[src/hdl/prbs_pkg.sv]
// package of constants for the processor reset and bus start-up block
package prbs_pkg;
   // state encoding of the start-up sequencer
   typedef enum logic [1:0] {
      PRBS_RESET = 2'b00,
      PRBS_QUIET = 2'b01,
      PRBS_FETCH = 2'b10,
      PRBS_RUN = 2'b11
   } prbs_state_e;
   localparam int ADDR_W = 30;
   localparam logic [ADDR_W-1:0] RESET_VECTOR = 30'h0000_0000;
   localparam logic [1:0] REPLY_IDLE = 2'h0;
   localparam logic [1:0] REPLY_WAIT = 2'h1;
   localparam logic [1:0] REPLY_OK = 2'h2;
   localparam logic [1:0] REPLY_FAULT = 2'h3;
   localparam logic [2:0] QUIET_CLOCKS = 3'h1;
   localparam int WARM_RESET_CYCLES = 8;
endpackage

[src/hdl/prbs_edge_sync.sv]
// falling-edge capture of the reset and multiplier-enable inputs
`timescale 1ns/1ns
module prbs_edge_sync (
   // clock and reset
   input wire logic clk_sys,
   input wire logic rst,
   // raw inputs
   input wire logic rstRaw_n,
   input wire logic clock_multiplier_enable,
   // captured levels
   output logic rstSeen_n,
   output logic pllEnSeen
);
   logic rstNeg_q;
   logic enNeg_q;
   // sample on the falling edge, the shared reference edge
   always_ff @(negedge clk_sys) begin
      rstNeg_q <= rstRaw_n;
      enNeg_q <= clock_multiplier_enable;
   end
   // move to the rising domain
   always_ff @(posedge clk_sys) begin
      if (rst) begin
         rstSeen_n <= 1'b0;
         pllEnSeen <= 1'b0;
      end else begin
         rstSeen_n <= rstNeg_q;
         pllEnSeen <= enNeg_q;
      end
   end
endmodule

[src/hdl/prbs_startup.sv]
// reset and bus start-up sequencer of the processor side bus
`timescale 1ns/1ns
// Overview of operation
// - while reset is held both address buses float; the error output and the lock pin stay driven
// - error output is driven low throughout reset
// - bus stays floated one clock after reset release is detected
// - first instruction fetch after reset reads address zero
// - no data-side access until the program requests one
// - warm reset leaves state the same as power-up reset, except pllEnSeen, which only rst clears
module prbs_startup (
   // clock and reset
   input wire logic clk_sys,
   input wire logic rst,
   // pins from the outside party
   input wire logic reset_n,
   input wire logic clock_multiplier_enable,
   // core requests
   input wire logic instReq,
   input wire logic [prbs_pkg::ADDR_W-1:0] instAddr,
   input wire logic dataReq,
   input wire logic [prbs_pkg::ADDR_W-1:0] dataAddr,
   input wire logic dataWrite,
   input wire logic dataLock,
   input wire logic errIn,
   // replies from responders
   input wire logic [1:0] instReply,
   input wire logic [1:0] data_reply,
   // instruction bus pins
   output logic [prbs_pkg::ADDR_W-1:0] instAddrOut,
   output logic instAddrOe,
   output logic instStrobe,
   // data bus pins
   output logic [prbs_pkg::ADDR_W-1:0] data_word_address,
   output logic dataAddrOe,
   output logic dataStrobe,
   output logic dataRdWr,
   output logic atomic_bus_hold_n,
   // error output and status
   output logic errOut,
   output logic errOe,
   output logic coreRunning
);
   logic rstSeen_n;
   logic pllEnSeen;
   logic coreRst;
   prbs_pkg::prbs_state_e state_q;
   logic [2:0] quietCnt_q;
   logic instBusy_q;
   logic dataBusy_q;

   // -----------------------------------------------------------
   // reset capture
   // -----------------------------------------------------------
   // falling-edge capture
   prbs_edge_sync uSync (
      .clk_sys(clk_sys),
      .rst(rst),
      .rstRaw_n(reset_n),
      .clock_multiplier_enable(clock_multiplier_enable),
      .rstSeen_n(rstSeen_n),
      .pllEnSeen(pllEnSeen)
   );
   // warm and cold share one path
   // either source alone resets every register outside uSync, so a warm reset leaves
   // the same state there as a cold one; pllEnSeen in uSync is cleared only by rst
   assign coreRst = rst | ~rstSeen_n;

   // -----------------------------------------------------------
   // start-up sequencer
   // -----------------------------------------------------------
   // state walk: reset, quiet, first fetch, run
   always_ff @(posedge clk_sys) begin
      if (coreRst) begin
         state_q <= prbs_pkg::PRBS_RESET;
         quietCnt_q <= 3'h0;
      end else begin
         case (state_q)
            prbs_pkg::PRBS_RESET: begin
               state_q <= prbs_pkg::PRBS_QUIET;
               quietCnt_q <= 3'h0;
            end
            prbs_pkg::PRBS_QUIET: begin
               quietCnt_q <= quietCnt_q + 3'h1;
               if (quietCnt_q + 3'h1 >= prbs_pkg::QUIET_CLOCKS) begin
                  state_q <= prbs_pkg::PRBS_FETCH;
               end
            end
            prbs_pkg::PRBS_FETCH: begin
               // hold here until the vector fetch is answered, so that no
               // core request can overtake the first fetch
               if (instReply == prbs_pkg::REPLY_OK || instReply == prbs_pkg::REPLY_FAULT) begin
                  state_q <= prbs_pkg::PRBS_RUN;
               end
            end
            default: begin
               state_q <= prbs_pkg::PRBS_RUN;
            end
         endcase
      end
   end

   // -----------------------------------------------------------
   // instruction bus
   // -----------------------------------------------------------
   // drives and first fetch
   always_ff @(posedge clk_sys) begin
      if (coreRst) begin
         instAddrOe <= 1'b0;
         instStrobe <= 1'b0;
         instAddrOut <= prbs_pkg::RESET_VECTOR;
         instBusy_q <= 1'b0;
      end else if (state_q == prbs_pkg::PRBS_QUIET) begin
         if (quietCnt_q + 3'h1 >= prbs_pkg::QUIET_CLOCKS) begin
            instAddrOe <= 1'b1;
            instStrobe <= 1'b1;
            instAddrOut <= prbs_pkg::RESET_VECTOR;
            instBusy_q <= 1'b1;
         end
      end else if (state_q == prbs_pkg::PRBS_FETCH) begin
         instStrobe <= 1'b0;
      end else if (state_q == prbs_pkg::PRBS_RUN) begin
         instAddrOe <= 1'b1;
         instStrobe <= instReq;
         if (instReq) begin
            instAddrOut <= instAddr;
         end
         instBusy_q <= instReq;
      end
   end

   // -----------------------------------------------------------
   // data bus
   // -----------------------------------------------------------
   // data side only on explicit request
   always_ff @(posedge clk_sys) begin
      if (coreRst) begin
         dataAddrOe <= 1'b0;
         dataStrobe <= 1'b0;
         dataRdWr <= 1'b0;
         // lock pin has no enable, so keep it negated while in reset
         atomic_bus_hold_n <= 1'b1;
         data_word_address <= prbs_pkg::RESET_VECTOR;
         dataBusy_q <= 1'b0;
      end else if (state_q == prbs_pkg::PRBS_RUN) begin
         dataAddrOe <= 1'b1;
         atomic_bus_hold_n <= ~dataLock;
         dataStrobe <= dataReq;
         if (dataReq) begin
            data_word_address <= dataAddr;
            dataRdWr <= ~dataWrite;
         end
         dataBusy_q <= dataReq | (dataBusy_q & data_reply == prbs_pkg::REPLY_WAIT);
      end else begin
         dataStrobe <= 1'b0;
      end
   end

   // -----------------------------------------------------------
   // error output and status
   // -----------------------------------------------------------
   // error driven low in reset
   // the error pin is never floated, so its enable stays high throughout
   always_ff @(posedge clk_sys) begin
      if (coreRst) begin
         errOut <= 1'b0;
         errOe <= 1'b1;
         coreRunning <= 1'b0;
      end else begin
         errOut <= errIn & pllEnSeen;
         errOe <= 1'b1;
         coreRunning <= (state_q == prbs_pkg::PRBS_RUN);
      end
   end

   // -----------------------------------------------------------
   // checks
   // -----------------------------------------------------------
   AST_FLOAT_IN_RESET: assert property (@(posedge clk_sys)
      $past(coreRst) |-> !instAddrOe && !dataAddrOe && !instStrobe)
      else $error("bus driven during reset");
   AST_ERR_LOW: assert property (@(posedge clk_sys)
      $past(coreRst) |-> errOe && !errOut)
      else $error("error output not driven low in reset");
   AST_QUIET_CLOCK: assert property (@(posedge clk_sys) disable iff (coreRst)
      (state_q == prbs_pkg::PRBS_QUIET && $past(state_q) == prbs_pkg::PRBS_RESET)
      |-> !instAddrOe && !instStrobe ##1 instStrobe)
      else $error("quiet clock not kept");
   AST_FIRST_FETCH: assert property (@(posedge clk_sys) disable iff (coreRst)
      (state_q == prbs_pkg::PRBS_FETCH && $rose(instStrobe))
      |-> instAddrOut == prbs_pkg::RESET_VECTOR)
      else $error("first fetch not at zero");
   AST_NO_DATA: assert property (@(posedge clk_sys) disable iff (rst)
      dataStrobe |-> $past(dataReq) && $past(state_q) == prbs_pkg::PRBS_RUN)
      else $error("data access without request");
   AST_WARM_SAME: assert property (@(posedge clk_sys)
      $fell(coreRst) |-> state_q == prbs_pkg::PRBS_RESET && quietCnt_q == 3'h0)
      else $error("state differs after reset");
   AST_FALL_EDGE: assert property (@(posedge clk_sys) disable iff (rst)
      !rstSeen_n |=> state_q == prbs_pkg::PRBS_RESET)
      else $error("left reset before falling edge release");
   AST_LOCK_FWD: assert property (@(posedge clk_sys) disable iff (coreRst)
      (state_q == prbs_pkg::PRBS_RUN && $past(state_q) == prbs_pkg::PRBS_RUN)
      |-> atomic_bus_hold_n == !$past(dataLock))
      else $error("lock not driven");
endmodule

[config.mk]
export PLATFORM = sky130hd
export DESIGN_NAME = prbs_startup
export DESIGN_NICKNAME = d
export VERILOG_FILES = /design/src/hdl/prbs_pkg.sv /design/src/hdl/prbs_edge_sync.sv /design/src/hdl/prbs_startup.sv
export SDC_FILE = /design/constraint.sdc
export NUM_CORES = 1
export LEC_CHECK = 0
export ABC_AREA = 0
export CORE_MARGIN = 2
export CORE_UTILIZATION = 55
export DETAILED_ROUTE_END_ITERATION = 16
export DONT_BUFFER_PORTS = 1
export PLACE_DENSITY = 0.73
export SYNTH_ARGS = -nofsm -noshare
export SYNTH_HDL_FRONTEND = slang
export SYNTH_HIERARCHICAL = 1
export SYNTH_SLANG_ARGS = --single-unit
[constraint.sdc]
create_clock -name clk_sys -period 2.01 [get_ports clk_sys]
set_input_delay 0.603 -clock clk_sys [delete_from_list [all_inputs] [get_ports clk_sys]]
set_output_delay 0.603 -clock clk_sys [all_outputs]
set_load 0.05 [all_outputs]
==> results.py <==
metrics = {
    "floorplanning": {
        "die_h_um": 76.74,
        "row_count": 26,
        "dieArea_um2": 5889,
        "fp.dieW_um": 76.74,
        "start_util_pct": 56.98,
        "fp.coreArea_um2": 5107,
        "ioPinCount": 142,
    },
    "logic_synthesis": {
        "async_flop_share_pct": 0,
        "yosys.area.top_type_share_pct": 52.97,
        "ys_ff_latch": 77,
        "yosys.area.top_type": "dfxtp_1",
        "synth_area_um2": 2910,
        "ys_types": 26,
        "synth-main-ff-cell": "dfxtp_1",
        "syn_nets": 405,
        "syn_avg_cell_area_um2": 8.819,
        "yosys_warnings": 6,
        "netlist_instances": 330,
        "synth-edff-count": 0,
        "synth_seq_area_share_pct": 52.97,
        "synth_area_leaders": "dfxtp_1 (53%), nand2_1 (12%), mux2i_1 (11%), a21oi_1 (6.0%), nand3_1 (5.3%)",
    },
    "clocking": {
        "htreeDepth": 3,
        "insertion_delay_ns": 0.37,
        "cts-root-buf": "clkbuf_8",
        "cts_tree": "done",
        "clockBufferDepth": 2,
        "cts_buffers": 9,
        "cts.clk_slew.worst_paths_ns": 0.08,
        "cts_sinks": 77,
    },
    "sta": {
        "worst_pin_slew_ns": 0.5309,
        "period_share_pct": 97.74,
        "final_hold_viol_count": 0,
        "worst_slack_ns": 0.04552,
        "fin_worst_skew_ns": 0.04035,
        "fmax_mhz": 509.0,
        "slew_headroom_pct": 64.56,
        "finalWorstPathRequiredPeriod_ns": 1.964,
        "drv_slew": 0,
        "rsz0062_at_grt": "true",
        "setup_viol": 0,
    },
    "power": {
        "p_int_w": 0.002343,
        "peakVddDrop_mv": 0.4802,
        "leakagePower_nw": 1.286,
        "pwr-share-comb_pct": 3.3,
        "power_density_nw_per_um2": 898.3,
        "p_sw_share_pct": 20.78,
        "power.switching_w": 0.0006146,
        "p_clk_share_pct": 44.0,
        "seqPwrFrac_pct": 52.6,
    },
    "route": {
        "met2_wirelength_mm": 2.875,
        "drc_errors": 0,
        "via_per_inst": 5.447,
        "dr.pass1.iters": 4,
        "vias": 2206,
        "routedWlPerCell_um": 15.01,
        "drtAntennaViolNets": 0,
        "drt-initial-drc-count": 109,
        "wl_met1_mm": 2.514,
        "wl_mm": 6.079,
        "highest_layer": "met4",
        "route.met3.wl_um": 604,
    },
    "critical_path": {
        "worstSetupEndpoint": "instAddrOut[0]",
        "crit_fanout": 8,
        "start_kind": "flip-flop",
        "critPathLaunch": "quietCnt_q[0]",
        "worst_ep_arrival_time_ns": 2.23,
        "reg2reg_slack_ns": 0.05,
        "worst_r2r_path_depth": 6,
        "worstReg2RegStart": "quietCnt_q[0]",
        "worstReg2RegEnd": "instAddrOut[0]",
        "cp.required_ns": 2.28,
        "endpoint_kind": "flip-flop",
        "worst-setup-path-type": "reg -> reg",
    },
    "final_layout": {
        "final_common_cell": "nand2_1",
        "drive_gt1_share_pct": 11.04,
        "final_cell_mix": "nand2_1 (94), dfxtp_1 (75), a21oi_1 (35)",
        "fin_area_um2": 3292,
        "finalNetCount": 405,
        "n_antenna_cell": 0,
        "n_fill_cell": 439,
        "syn_to_final_growth_pct": 13.11,
    },
    "placed_design": {
        "dp_slack_ns": 0.009345,
        "place_area_um2": 2980,
        "gp_congestion": 0.7380,
        "dp.final_hpwl_mm": 4.075,
        "numPortBuffers": 0,
    },
    "hold_path": {
        "hp-class": "in -> reg",
    },
    "global_route": {
        "overflow": 0,
        "antenna_found_initial": 0,
        "grt_max_degree": 41,
        "grt_pass1_wl_mm": 9.363,
        "first_global_vias": 2111,
        "gr-usage-all-layers_pct": 19.99,
    },
    "flow_run": {
        "drv_cap": 0,
    },
    "run_status": {
        "outcome": "complete, no violations",
    },
}
## layout make-up
type                       count  area, um2  share of cell area [%]
inverter                       4      15.01                  0.4561
timing repair buffer          15      176.4                   5.359
sequential                    77       1544                   46.90
clock inverter                 6      76.32                   2.319
clock buffer                  12      155.1                   4.713
multi-input combinational    221       1237                   37.59
tap                           70      87.58                   2.661
## power groups by stage
stage               Sequential (W)    Clock, W  Combinational, W
finish                     0.00156     0.00130         0.0000987
CTS                        0.00156     0.00133         0.0000870
global placement           0.00159  0.00000935         0.0000857
floorplan                  0.00159  0.00000935         0.0000775
detailed placement         0.00159  0.00000935         0.0000868
global route               0.00156     0.00139          0.000108
## sequential cells by signal, summed over array words and instances, names as in the netlist, 2 cells and up
register and count:
instAddrOut 30, data_word_address 30, state_q 2, quietCnt_q 3
## per-stage QoR
| step | instances | total power, W | hold slack, ns | utilization [%] | TNS, ns |
|---|---|---|---|---|---|
| 2_1_floorplan | 330 | 0.001675 | 0.4290 | - | 0 |
| 3_3_place_gp | 384 | 0.001687 | 0.4395 | 58.35 | 0 |
| 4_1_cts | 401 | 0.002976 | 0.3152 | 62.84 | 0 |
| 6_report | 405 | 0.002957 | 0.3317 | 64.45 | 0 |
| 5_1_grt | 405 | 0.003059 | 0.3119 | 64.45 | -0.1464 |
| 3_5_place_dp | 384 | 0.001688 | 0.4523 | 58.35 | 0 |
## synth_stat cells (3+ instances only)
library cell / number
dfxtp_1: 77
a21oi_1: 35
buf_6: 3
buf_2: 4
clkbuf_1: 19
mux2i_1: 31
nor2_1: 6
nand3_1: 31
nand2_1: 94
nor2b_1: 5
inv_1: 5
## how the worst min path moves through the flow
| stage | startpoint | end | slack, ns | cells after the start |
|---|---|---|---|---|
| 6_report | rst | uSync/rstSeen_n | 0.33 | 1 |
| 5_1_grt | rst | uSync/rstSeen_n | 0.31 | 1 |
| 4_1_cts | rst | uSync/rstSeen_n | 0.32 | 1 |
| 3_5_place_dp | uSync/pllEnSeen | errOut | 0.45 | 1 |
| 3_3_place_gp | uSync/pllEnSeen | errOut | 0.44 | 1 |
| 2_1_floorplan | uSync/pllEnSeen | errOut | 0.43 | 1 |
## worst max-delay path: stages, from the launching register on
cell,delay [ns]
dfxtp_2,0.35
inv_2,0.05
ha_4,0.23
or4b_4,0.50
o221ai_4,0.32
clkbuf_16,0.25
mux2i_1,0.20
## routing by layer
layer  vias up  GRT usage, %
li1       1097             -
met1      1009         20.50
met2        92         33.95
met3         8         10.00
met4         0         9.273
met5         -             0
## logic make-up (layout without fill, tap and decap cells)
group,count (synthesis),in the layout,share of synthesized area [%]
mux,31,31,10.66
fa+ha+maj,2,2,0.8597
flops,77,77,52.97
xor+xnor,1,1,0.3010
buf+inv,32,37,5.202
other cells,1,1,0.1289
simple gates,142,142,20.89
compound gates,44,44,8.986
## what timing repair did
item | 4_1_cts | 5_1_grt
hold endpoints to repair | 0 | 0
gates resized for setup | 1 | 3
pin swaps | 0 | 2
cloned | 0 | 3
setup buffers | 0 | 1
hold buffers | 0 | 0
endpoints found under the setup margin | 1 | 30
Note: power is estimated with default switching activity, not from simulation.
